### config.mk
export PLATFORM = sky130hd
export DESIGN_NAME = bwcr_top
export DESIGN_NICKNAME = d
export VERILOG_FILES = /design/src/verilog/bwcr_pkg.sv /design/src/verilog/bwcr_strb_merge.sv /design/src/verilog/bwcr_window_match.sv /design/src/verilog/bwcr_top.sv
export SDC_FILE = /design/constraint.sdc
export NUM_CORES = 1
export LEC_CHECK = 0
export BUFFER_PORTS_ARGS = -buffer_cell sky130_fd_sc_hd__buf_2
export CORE_MARGIN = 10
export CORE_UTILIZATION = 40
export CTS_CLUSTER_SIZE = 8
export DETAILED_ROUTE_END_ITERATION = 7
export GPL_ROUTABILITY_DRIVEN = 0
export GPL_TIMING_DRIVEN = 0
export PLACE_DENSITY_LB_ADDON = 0.15
export SYNTH_ARGS = -nofsm -noshare
export SYNTH_HDL_FRONTEND = slang
export SYNTH_SLANG_ARGS = --single-unit
### constraint.sdc
create_clock -name i_ref_clk -period 3.03 [get_ports i_ref_clk]
set_clock_uncertainty 0.05 [all_clocks]
set_input_delay 0.303 -clock i_ref_clk [delete_from_list [all_inputs] [get_ports i_ref_clk]]
set_output_delay 0.303 -clock i_ref_clk [all_outputs]
set_load 0.05 [all_outputs]
### src/verilog/bwcr_pkg.sv
// constants shared by the bridge window configuration register bank
package bwcr_pkg;
  // register bus geometry
  localparam int ADDR_W = 8;
  localparam int DATA_W = 32;
  localparam int STRB_W = DATA_W / 8;

  // word offsets of the implemented registers
  localparam logic [7:0] OFS_PF_WINDOW = 8'h24;
  localparam logic [7:0] OFS_PF_BOTTOM_HI = 8'h28;
  localparam logic [7:0] OFS_PF_TOP_HI = 8'h2C;
  localparam logic [7:0] OFS_IO_WINDOW_HI = 8'h30;
  localparam logic [7:0] OFS_CAP_HEAD = 8'h34;
  localparam logic [7:0] OFS_IRQ_BYTES = 8'h3C;

  // field positions
  localparam int PF_BASE_LSB = 4;
  localparam int PF_LIMIT_LSB = 20;
  localparam int PF_CODE_HI_LSB = 16;
  localparam int PF_FIELD_W = 12;
  localparam int PF_LOW_W = 20;
  localparam int IO_LIMIT_LSB = 16;
  localparam int IRQ_PIN_LSB = 8;

  // fixed read values
  localparam logic [3:0] ADDR64_CODE = 4'h1;
  localparam logic [7:0] CAP_HEAD_VAL = 8'h80;
  localparam logic [7:0] IRQ_PIN_VAL = 8'h00;

  // reset values
  localparam logic [11:0] PF_FIELD_RST = 12'h000;
  localparam logic [31:0] PF_HI_RST = 32'h0000_0000;
  localparam logic [15:0] IO_HI_RST = 16'h0000;
  localparam logic [7:0] IRQ_LINE_RST = 8'hFF;

  // bus answers
  localparam logic [1:0] RESP_OKAY = 2'h0;
  localparam logic [1:0] RESP_SLVERR = 2'h2;
endpackage : bwcr_pkg

### src/verilog/bwcr_strb_merge.sv
// byte-lane merge of write data into the current register word
module bwcr_strb_merge
  import bwcr_pkg::*;
#(
  parameter int W = 32
)
(
  input wire logic [W-1:0] i_old,
  input wire logic [W-1:0] i_wdata,
  input wire logic [W/8-1:0] i_strb,
  output logic [W-1:0] o_merged
);

  // each strobe selects one byte lane of the new data
  always_comb
  begin
    o_merged = i_old;
    for (int b = 0; b < W / 8; b++)
    begin
      if (i_strb[b])
      begin
        o_merged[b*8 +: 8] = i_wdata[b*8 +: 8];
      end
    end
  end
endmodule : bwcr_strb_merge

### src/verilog/bwcr_window_match.sv
// registered inclusive range check of an address against a window
module bwcr_window_match
  import bwcr_pkg::*;
#(
  parameter int AW = 64
)
(
  input wire logic i_ref_clk,
  input wire logic i_rst,
  input wire logic [AW-1:0] i_addr,
  input wire logic [AW-1:0] i_base,
  input wire logic [AW-1:0] i_limit,
  output logic o_hit
);

  typedef struct packed {
    logic hit;
  } bwcr_match_type;

  bwcr_match_type s_reg;
  bwcr_match_type s_next;

  // both ends of the window count as inside
  always_comb
  begin
    s_next = s_reg;
    s_next.hit = (i_addr >= i_base) && (i_addr <= i_limit);
  end

  always_ff @(posedge i_ref_clk)
  begin
    if (i_rst)
    begin
      s_reg <= '0;
    end
    else
    begin
      s_reg <= s_next;
    end
  end

  assign o_hit = s_reg.hit;
endmodule : bwcr_window_match

### src/verilog/bwcr_top.sv
// window configuration register bank of the bridge, reached over axi4-lite
// Function
// - window halfwords read low nibble as 0001
// - base field bits 15:4, low bits zero
// - limit field bits 31:20, low bits ones
// - upper base word writable, resets zero
// - upper limit word writable, resets zero
// - 64-bit base is upper, field, zeros
// - 64-bit limit is upper, field, ones
// - io bottom upper bits 15:0, reset zero
// - io top upper bits 31:16, reset zero
// - capability pointer reads fixed 80h
// - interrupt line byte is plain storage
// - interrupt pin byte reads zero
//
// Decided for this implementation: register access over AXI4-Lite.
module bwcr_top
  import bwcr_pkg::*;
(
  input wire logic i_ref_clk,
  input wire logic i_rst,
  // axi4-lite write address
  input wire logic i_s_axi_awvalid,
  output logic o_s_axi_awready,
  input wire logic [ADDR_W-1:0] i_s_axi_awaddr,
  // axi4-lite write data
  input wire logic i_s_axi_wvalid,
  output logic o_s_axi_wready,
  input wire logic [DATA_W-1:0] i_s_axi_wdata,
  input wire logic [STRB_W-1:0] i_s_axi_wstrb,
  // axi4-lite write response
  output logic o_s_axi_bvalid,
  input wire logic i_s_axi_bready,
  output logic [1:0] o_s_axi_bresp,
  // axi4-lite read address
  input wire logic i_s_axi_arvalid,
  output logic o_s_axi_arready,
  input wire logic [ADDR_W-1:0] i_s_axi_araddr,
  // axi4-lite read data
  output logic o_s_axi_rvalid,
  input wire logic i_s_axi_rready,
  output logic [DATA_W-1:0] o_s_axi_rdata,
  output logic [1:0] o_s_axi_rresp,
  // window values for the forwarding decode, plus the stored interrupt line byte
  output logic [63:0] o_pf_base,
  output logic [63:0] o_pf_limit,
  output logic [15:0] o_io_base_hi,
  output logic [15:0] o_io_limit_hi,
  output logic [7:0] o_irq_line,
  // prefetchable window check
  input wire logic [63:0] i_mem_addr,
  output logic o_mem_in_window
);

  typedef struct packed {
    logic aw_held;
    logic [ADDR_W-1:0] aw_addr;
    logic w_held;
    logic [DATA_W-1:0] w_data;
    logic [STRB_W-1:0] w_strb;
    logic bvalid;
    logic [1:0] bresp;
    logic rvalid;
    logic [DATA_W-1:0] rdata;
    logic [1:0] rresp;
    logic [PF_FIELD_W-1:0] pf_base;
    logic [PF_FIELD_W-1:0] pf_limit;
    logic [31:0] pf_base_hi;
    logic [31:0] pf_limit_hi;
    logic [15:0] io_base_hi;
    logic [15:0] io_limit_hi;
    logic [7:0] irq_line;
  } bwcr_state_type;

  bwcr_state_type s_reg;
  bwcr_state_type s_next;
  logic [DATA_W-1:0] wr_old;
  logic [DATA_W-1:0] wr_merged;
  logic wr_fire;

  // word select ignores the byte-in-word address bits
  function automatic logic [7:0] word_of(input logic [ADDR_W-1:0] a);
    word_of = {a[7:2], 2'b00};
  endfunction : word_of

  function automatic logic is_mapped(input logic [ADDR_W-1:0] a);
    case (word_of(a))
      OFS_PF_WINDOW, OFS_PF_BOTTOM_HI, OFS_PF_TOP_HI,
      OFS_IO_WINDOW_HI, OFS_CAP_HEAD, OFS_IRQ_BYTES: is_mapped = 1'b1;
      default: is_mapped = 1'b0;
    endcase
  endfunction : is_mapped

  // readback view of the register words, fixed fields included
  function automatic logic [DATA_W-1:0] read_word(input logic [ADDR_W-1:0] a,
                                                  input bwcr_state_type s);
    read_word = '0;
    case (word_of(a))
      OFS_PF_WINDOW:
      begin
        read_word[3:0] = ADDR64_CODE;
        read_word[PF_CODE_HI_LSB +: 4] = ADDR64_CODE;
        read_word[PF_BASE_LSB +: PF_FIELD_W] = s.pf_base;
        read_word[PF_LIMIT_LSB +: PF_FIELD_W] = s.pf_limit;
      end
      OFS_PF_BOTTOM_HI: read_word = s.pf_base_hi;
      OFS_PF_TOP_HI: read_word = s.pf_limit_hi;
      OFS_IO_WINDOW_HI:
      begin
        read_word[15:0] = s.io_base_hi;
        read_word[IO_LIMIT_LSB +: 16] = s.io_limit_hi;
      end
      OFS_CAP_HEAD: read_word[7:0] = CAP_HEAD_VAL;
      OFS_IRQ_BYTES:
      begin
        read_word[7:0] = s.irq_line;
        read_word[IRQ_PIN_LSB +: 8] = IRQ_PIN_VAL;
      end
      default: read_word = '0;
    endcase
  endfunction : read_word

  // address and data may arrive in either order; each is held until both are in
  assign o_s_axi_awready = !s_reg.aw_held && !s_reg.bvalid;
  assign o_s_axi_wready = !s_reg.w_held && !s_reg.bvalid;
  assign o_s_axi_arready = !s_reg.rvalid;
  assign wr_fire = s_reg.aw_held && s_reg.w_held && !s_reg.bvalid;
  assign wr_old = read_word(s_reg.aw_addr, s_reg);

  // partial writes keep the untouched byte lanes
  bwcr_strb_merge #(
    .W(DATA_W)
  ) u_merge (
    .i_old(wr_old),
    .i_wdata(s_reg.w_data),
    .i_strb(s_reg.w_strb),
    .o_merged(wr_merged)
  );

  // bus handshakes and register updates
  always_comb
  begin
    s_next = s_reg;
    if (i_s_axi_awvalid && o_s_axi_awready)
    begin
      s_next.aw_held = 1'b1;
      s_next.aw_addr = i_s_axi_awaddr;
    end
    if (i_s_axi_wvalid && o_s_axi_wready)
    begin
      s_next.w_held = 1'b1;
      s_next.w_data = i_s_axi_wdata;
      s_next.w_strb = i_s_axi_wstrb;
    end
    if (s_reg.bvalid && i_s_axi_bready)
    begin
      s_next.bvalid = 1'b0;
    end
    if (wr_fire)
    begin
      s_next.aw_held = 1'b0;
      s_next.w_held = 1'b0;
      s_next.bvalid = 1'b1;
      s_next.bresp = is_mapped(s_reg.aw_addr) ? RESP_OKAY : RESP_SLVERR;
      // read-only fields are simply not stored; the write still answers okay
      case (word_of(s_reg.aw_addr))
        OFS_PF_WINDOW:
        begin
          s_next.pf_base = wr_merged[PF_BASE_LSB +: PF_FIELD_W];
          s_next.pf_limit = wr_merged[PF_LIMIT_LSB +: PF_FIELD_W];
        end
        OFS_PF_BOTTOM_HI: s_next.pf_base_hi = wr_merged;
        OFS_PF_TOP_HI: s_next.pf_limit_hi = wr_merged;
        OFS_IO_WINDOW_HI:
        begin
          s_next.io_base_hi = wr_merged[15:0];
          s_next.io_limit_hi = wr_merged[IO_LIMIT_LSB +: 16];
        end
        OFS_IRQ_BYTES: s_next.irq_line = wr_merged[7:0];
        default:
        begin
          s_next.bresp = s_next.bresp;
        end
      endcase
    end
    if (s_reg.rvalid && i_s_axi_rready)
    begin
      s_next.rvalid = 1'b0;
    end
    if (i_s_axi_arvalid && o_s_axi_arready)
    begin
      s_next.rvalid = 1'b1;
      s_next.rdata = read_word(i_s_axi_araddr, s_reg);
      s_next.rresp = is_mapped(i_s_axi_araddr) ? RESP_OKAY : RESP_SLVERR;
    end
  end

  // state register; window fields reset to zero, which leaves the prefetch window open from 0 to FFFFFh
  always_ff @(posedge i_ref_clk)
  begin
    if (i_rst)
    begin
      s_reg <= '0;
      s_reg.pf_base <= PF_FIELD_RST;
      s_reg.pf_limit <= PF_FIELD_RST;
      s_reg.pf_base_hi <= PF_HI_RST;
      s_reg.pf_limit_hi <= PF_HI_RST;
      s_reg.io_base_hi <= IO_HI_RST;
      s_reg.io_limit_hi <= IO_HI_RST;
      s_reg.irq_line <= IRQ_LINE_RST;
    end
    else
    begin
      s_reg <= s_next;
    end
  end

  // bus outputs come straight from the state flops
  assign o_s_axi_bvalid = s_reg.bvalid;
  assign o_s_axi_bresp = s_reg.bresp;
  assign o_s_axi_rvalid = s_reg.rvalid;
  assign o_s_axi_rdata = s_reg.rdata;
  assign o_s_axi_rresp = s_reg.rresp;

  // assembled 64-bit window ends for the forwarding decode
  assign o_pf_base = {s_reg.pf_base_hi, s_reg.pf_base, {PF_LOW_W{1'b0}}};
  assign o_pf_limit = {s_reg.pf_limit_hi, s_reg.pf_limit, {PF_LOW_W{1'b1}}};
  assign o_io_base_hi = s_reg.io_base_hi;
  assign o_io_limit_hi = s_reg.io_limit_hi;
  assign o_irq_line = s_reg.irq_line;

  // one-cycle registered check keeps the 64-bit compares off the decode path
  bwcr_window_match #(
    .AW(64)
  ) u_pf_match (
    .i_ref_clk(i_ref_clk),
    .i_rst(i_rst),
    .i_addr(i_mem_addr),
    .i_base(o_pf_base),
    .i_limit(o_pf_limit),
    .o_hit(o_mem_in_window)
  );

  logic ar_take;
  logic full_wr;
  assign ar_take = i_s_axi_arvalid && o_s_axi_arready;
  assign full_wr = wr_fire && (s_reg.w_strb == 4'hF);
endmodule : bwcr_top

==> summary.md, run 1 <==
| Metric | Value |
|---|---|
| TritonCTS clock tree | yes |
| Final Hold Violating Endpoints | 0 |
| Synthesized cell area | 13,200 µm² |
| RR Endpoint | o_pf_limit[48] |
| Seq/Total Area, Yosys | 0.316 |
| Simple logic cell fraction of the synthesized area | 0.168 |
| Synth Flop Type | dfxtp_1 |
| Mean post-synth cell area | 7.78 µm² |
| WHS Endpoint | u_pf_match.o_hit |
| Number of synthesized flops with an enable pin | 0 |
| Final #Nets | 2,315 |
| Fraction of registers with async set/reset | 0 |
| Mapped Cells | 1,703 |
| Die ar. | 40,800 µm² |
| Critical Path RT | 3.40 ns |
| Register-to-register path setup slack | 0.42 ns |
| Row cnt | 66 |
| Critical Path, Cell by Cell | buf_6 > nand4bb_1 > buf_2 > nor2_2 > nand3_1 > clkbuf_1 > a21oi_1 > nor2_1 |
| Hold WS | 0.129 ns |
| Final ANT Viol Nets | 0 |
| First-pass GRT wire length | 81,200 µm |
| # diodes | 0 |
| Post-Synth Adder-Cell Area | 0.0831 |
| Critical path peak fanout | 10 |
| Crit-path max cell delay | 0.47 ns |
| Detailed Routing Iterations Pass 1 | 5 |
| Initial antenna violation count | 0 |
| DR DRC count | 0 |
| Total track usage | 0.254 |
| Crit path launch type | flip-flop |
| PwrDens | 405 nW/µm² |
| Setup Buffers After CTS | 0 |
| Non-Filler Instances | 2,547 |
| Worst R2R Start | s_reg[206] |
| Inst Count DP | 2,469 |
| Iteration-0 DRC Markers | 1,178 |
| Crit. End Element | flip-flop |
| Worst Hold Class | in2reg |
| Fraction of the mapped netlist area in compound gates | 0.200 |
| CP Depth | 8 |
| H-tree Lvls | 1 |
| Period utilization | 0.860 |
| RSZ-0062 raised after global routing | false |
| FMAX | 0.384 GHz |
| Starting density of the core | 0.406 |
| Num CTS Buffers | 30 |
| Largest net degree at the start of global routing | 15 |
| CP top delay family | simple AND/OR/NAND/NOR gates |
| Wirelength, routed | 54,300 µm |
| Placed wire-length estimate | 43,200 µm |
| IO Pins | 333 |
| CTS max path bufs | 3 |
| Grt ovf | 0 |
| Sink Count | 209 |
| Final setup fails | 0 |
| Synth cell types | 68 |
| Slew @ Worst Pin | 1.03 ns |
| Slew HR | 0.316 |
| Vias after detailed routing | 13,400 |
| Layout area overhead | 25.4% |
| Count of input and output buffers | 284 |
| Mux contribution to synthesized area | 0.0543 |
| Core Area | 32,600 µm² |
| WHS Path Cells | 5 |
| Main combinational cell family by area after synthesis | compound AO/OA/AOI/OAI gates |
| Worst EP arrival | 2.98 ns |
| Post-DR wirelength/cell | 21.3 µm |
| Total power | 6.72 mW |
| Slowest cell on crit path | nand3_1 |
| Vias in the first global route | 13,200 |
| Root Buffer | clkbuf_16 |
| Fin. max-slew vios | 0 |
| Bufs and invs on worst path | 3 |
| Tmin final | 2.61 ns |
| Finished Core Util | 0.509 |
| Synthesized flop and latch total | 209 |
| Max Cap Viol | 0 |
| Leakage | 7.07 nW |
| Die Y | 202 µm |
| Cell count of the worst reg-to-reg path | 8 |
| Die X | 202 µm |
| XOR/XNOR share of the synthesized area | 0.00198 |
| YS warnings | 0 |
| Hold Startpoint | i_mem_addr[15] |
| CP Class | reg2reg |
| Cts repair resizes | 0 |
| DR vias/cell | 5.25 |
| Clk_lat worst skew | 0.55 ns |
| Run status | finished, final reports clean |
| Maximum VDD drop | 397 µV |
| Share of layout cells above drive strength 1 | 0.282 |
| Setup Total Neg Slack | 0 ns |
| Reg clk slew, reported paths | 0.05 ns |
==> where the power goes <==
part / internal [mW] / switching (mW) / leakage [nW]
combinational: 0.324 / 0.584 / 4.99
clock: 1.78 / 1.20 / 0.387
sequential: 2.80 / 0.0414 / 1.69
total: 4.90 / 1.82 / 7.07
==> worst max path at each step <==
stage,start,end
after floorplan,o_s_axi_bvalid,s_reg[175]
after global placement,i_s_axi_araddr[7],o_s_axi_rdata[4]
after detailed placement,i_s_axi_araddr[7],o_s_axi_rdata[4]
after CTS,o_pf_limit[39],u_pf_match.o_hit
after global routing,s_reg[208],o_io_limit_hi[14]
final,s_reg[206],o_pf_limit[48]
==> per-stage QoR <==
stage | setup slack, ns | cell area, µm²
2_1_floorplan | 0.674 | 13400
3_3_place_gp | 0.403 | 15400
3_5_place_dp | 0.363 | 15400
4_1_cts | 0.502 | 16600
5_1_grt | 0.325 | 16600
6_report | 0.423 | 16600
==> layout by cell type (no fill, tap or decap), types with 23 or more instances in the layout <==
cell type,count
buf_2,311
nor2_1,277
a21oi_1,252
dfxtp_1,209
buf_4,207
nand2_1,140
inv_1,97
ha_1,88
clkbuf_1,57
a22oi_1,56
dlygate4sd3_1,45
conb_1,42
mux2i_1,32
clkbuf_16,31
nor3_1,30
nand4_1,24
o21ai_0,23
a221o_1,23
==> routing by layer <==
layer | global-route usage | vias to the layer above | wire (µm) | share of wire
met1 | 0.316 | 6212 | 22100 | 0.41
met3 | 0.0385 | 140 | 4060 | 0.075
met4 | 0.129 | 0 | 2780 | 0.051
li1 | - | 6402 | - | -
met5 | 0 | - | 0 | 0
met2 | 0.420 | 616 | 25300 | 0.47
==> cells in the mapped netlist (3+ instances only) <==
| master | number | area (µm²) |
|---|---|---|
| and2_1 | 4 | 25.0 |
| inv_1 | 97 | 364 |
| buf_1 | 4 | 15.0 |
| a21o_1 | 18 | 135 |
| a211o_1 | 4 | 35.0 |
| nand4_1 | 24 | 150 |
| clkbuf_1 | 56 | 210 |
| nand2_1 | 140 | 526 |
| o211ai_1 | 5 | 37.5 |
| mux2i_1 | 32 | 320 |
| o21a_1 | 3 | 22.5 |
| o21ai_0 | 23 | 115 |
| a221o_1 | 23 | 230 |
| nor3_1 | 30 | 150 |
| mux2i_4 | 10 | 225 |
| mux2i_2 | 11 | 151 |
| nand3_1 | 10 | 50.1 |
| a221oi_1 | 8 | 70.1 |
| ha_1 | 88 | 1100 |
| dfxtp_1 | 209 | 4180 |
| nor2b_1 | 4 | 25.0 |
| nor4_1 | 6 | 37.5 |
| a21oi_1 | 252 | 1260 |
| or2_1 | 4 | 25.0 |
| a22oi_1 | 56 | 420 |
| buf_2 | 27 | 135 |
| a211oi_1 | 18 | 135 |
| nor2_1 | 277 | 1040 |
| buf_4 | 207 | 1550 |
| buf_6 | 4 | 45.0 |
==> tightest hold or removal path: cells and delay by family <==
| kind | cells | cell delay [ns] |
|---|---|---|
| AOI/OAI and AO/OA | 1 | 0.06 |
| and+or+nand+nor | 3 | 0.20 |
| buffers and inverters | 1 | 0.10 |
==> cell families after synthesis <==
group	Yosys count
multiplexers	55
AND/OR/NAND/NOR	520
XOR/XNOR	3
adder cells (fa/ha/maj)	88
flip-flops	209
buffers and inverters	396
other	2
AO/OA/AOI/OAI	430
==> area by class of cell <==
class	count	area, µm²
fill	3279	16000
multi-input combinational	1138	6890
sequential	209	4180
buffer	298	1960
timing repair buffer	329	1870
clock buffer	32	779
tap	442	553
inverter	98	368
clock inverter	1	8.76
==> timing repair <==
action,in CTS,in global routing
hold buffers,45,0
hold endpoints to repair,44,0
setup endpoints to repair,0,0
Power figures use the tool's default switching activity.
==> run 2, diff against run 1 <==
--- a/config.mk
+++ b/config.mk
@@ -6,6 +6,8 @@
 export NUM_CORES = 1
 export LEC_CHECK = 0
 export BUFFER_PORTS_ARGS = -buffer_cell sky130_fd_sc_hd__buf_2
+export CELL_PAD_IN_SITES_DETAIL_PLACEMENT = 0
+export CELL_PAD_IN_SITES_GLOBAL_PLACEMENT = 1
 export CORE_MARGIN = 10
 export CORE_UTILIZATION = 40
 export CTS_CLUSTER_SIZE = 8
==> summary.md, run 2 (same netlist as run 1, synthesis figures left out) <==
| Metric | Value |
|---|---|
| Run status | finished, final reports clean (unchanged) |
| Clock power share | 0.444 (was 0.442) |
| Placed wire-length estimate | 43,800 µm (was 43,200 µm) |
| Final Hold Violating Endpoints | 0 (unchanged) |
| Maximum VDD drop | 428 µV (was 397 µV) |
| Core Area | 32,600 µm² (unchanged) |
| Vias in the first global route | 13,200 (about the same) |
| Initial antenna violation count | 1 (was 0) |
| Crit path launch type | flip-flop (unchanged) |
| Count of input and output buffers | 284 (unchanged) |
| CTS max path bufs | 3 (unchanged) |
| Share of layout cells above drive strength 1 | 0.282 (about the same) |
| Root Buffer | clkbuf_16 (unchanged) |
| Detailed Routing Iterations Pass 1 | 8 (was 5) |
| Largest net degree at the start of global routing | 15 (unchanged) |
| Critical Path RT | 3.41 ns (was 3.40 ns) |
| Post-DR wirelength/cell | 21.4 µm (was 21.3 µm) |
| Layout area overhead | 25.4% (about the same) |
| Fin. max-slew vios | 0 (unchanged) |
| DR DRC count | 0 (unchanged) |
| Row cnt | 66 (unchanged) |
| Crit. End Element | flip-flop (unchanged) |
| Setup Buffers After CTS | 0 (unchanged) |
| Clk_lat worst skew | 0.55 ns (about the same) |
| FMAX | 0.375 GHz (was 0.384 GHz) |
| Total track usage | 0.257 (was 0.254) |
| Worst Hold Class | in2reg (unchanged) |
| Switching power | 1.84 mW (was 1.82 mW) |
| Tmin final | 2.66 ns (was 2.61 ns) |
| Wirelength, routed | 54,500 µm (was 54,300 µm) |
| Leakage | 7.07 nW (about the same) |
| Final #Nets | 2,315 (unchanged) |
| Period utilization | 0.879 (was 0.860) |
| Multi-input logic area | 6890 µm² (unchanged) |
| Grt ovf | 0 (unchanged) |
| Combinational power share | 0.134 (was 0.135) |
| Register cell area after layout | 4180 µm² (unchanged) |
| Most frequent cells in the layout | buf_2 (311), nor2_1 (277), a21oi_1 (252), dfxtp_1 (209), buf_4 (207) (unchanged) |
| Sequential Power Share | 0.422 (was 0.423) |
| First-pass GRT wire length | 82,400 µm (was 81,200 µm) |
| Critical path peak fanout | 5 (was 10) |
| Die ar. | 40,800 µm² (unchanged) |
| Sw Ratio | 0.273 (was 0.271) |
| Setup Total Neg Slack | 0 ns (unchanged) |
| Cts repair resizes | 0 (unchanged) |
| Sink Count | 209 (unchanged) |
| TritonCTS clock tree | yes (unchanged) |
| IO Pins | 333 (unchanged) |
| Final setup fails | 0 (unchanged) |
| Slew HR | 0.324 (was 0.316) |
| H-tree Lvls | 1 (unchanged) |
| Slew @ Worst Pin | 1.01 ns (was 1.03 ns) |
| Most common cell after layout, fill and taps aside | buf_2 (unchanged) |
| Hold WS | 0.133 ns (was 0.129 ns) |
| Internal Power | 4.90 mW (about the same) |
| Num CTS Buffers | 30 (unchanged) |
| DR vias/cell | 5.22 (was 5.25) |
| Die Y | 202 µm (unchanged) |
| Vias after detailed routing | 13,300 (was 13,400) |
| PwrDens | 406 nW/µm² (was 405 nW/µm²) |
| Reg clk slew, reported paths | 0.06 ns (was 0.05 ns) |
| Fill count | 3,352 (was 3,279) |
| Die X | 202 µm (unchanged) |
| Worst EP arrival | 3.04 ns (was 2.98 ns) |
| Final ANT Viol Nets | 0 (unchanged) |
| Starting density of the core | 0.406 (unchanged) |
| Max Cap Viol | 0 (unchanged) |
| # diodes | 0 (unchanged) |
| Iteration-0 DRC Markers | 1,040 (was 1,178) |
| CP Class | reg2reg (unchanged) |
| RSZ-0062 raised after global routing | false (unchanged) |
==> run 2: cell types whose count changed in the layout (fill, tap and decap cells not counted), sizes merged <==
cell / previous run / this run
clkinv: 2 / 1
clkinvlp: 0 / 1
clkbuf: 88 / 89
==> run 2: final timing paths <==
| check | from | endpoint | slack, ns | cells after the start |
|---|---|---|---|---|
| setup / recovery | o_pf_limit[39] | u_pf_match.o_hit | 0.37 | 7 |
| hold / removal | i_mem_addr[15] | u_pf_match.o_hit | 0.13 | 5 |
| setup reg to reg | o_pf_limit[39] | u_pf_match.o_hit | 0.37 | 7 |
| hold reg to reg | s_reg[184] | s_reg[184] | 0.41 | 2 |
==> run 2: repair_timing <==
item / 4_1_cts / 5_1_grt
setup endpoints to repair: 0 / 0
hold endpoints to repair: 44 / 0
hold buffers: 45 / 0
==> run 2: final cells by class <==
class | count | area share
timing repair buffer | 329 | 0.113
tap | 442 | 0.0333
clock buffer | 33 | 0.0471
multi-input combinational | 1138 | 0.415
clock inverter | 1 | 0.000452
inverter | 98 | 0.0221
sequential | 209 | 0.252
buffer | 298 | 0.118
==> run 2: routing by layer <==
layer  global-route usage  part of all wire  wire length, µm  vias up
li1                     -                 -                -     6406
met1                0.323              0.42            22800     6271
met2                0.437              0.48            26000      531
met3               0.0400             0.070             3800       97
met4               0.0913             0.034             1880        0
met5                    0                 0                0        -
==> run 2: critical path: stages (launching register included) <==
cell      delay, ns
dfxtp_1        0.49
inv_1          0.08
ha_1           0.32
nand4_1        0.24
nor4_1         0.82
a21oi_1        0.23
o211ai_1       0.21
a211oi_1       0.09
==> run 2: power groups by stage <==
stage,logic (mW),registers [mW],clock network (mW)
global placement,0.832,2.90,0
global route,0.986,2.85,3.13
CTS,0.893,2.85,3.01
floorplan,0.573,2.89,0
finish,0.902,2.85,2.99
detailed placement,0.845,2.90,0
==> run 2: stage by stage <==
stage	total power, mW	cells	utilization	setup slack, ns	cell area (µm²)
after detailed placement	3.75	2469	0.471	0.292	15400
after CTS	6.75	2548	0.509	0.409	16600
after global routing	6.97	2548	0.509	0.196	16600
after global placement	3.73	2469	0.471	0.304	15400
after floorplan	3.46	1743	-	0.674	13400
final	6.74	2548	0.509	0.365	16600
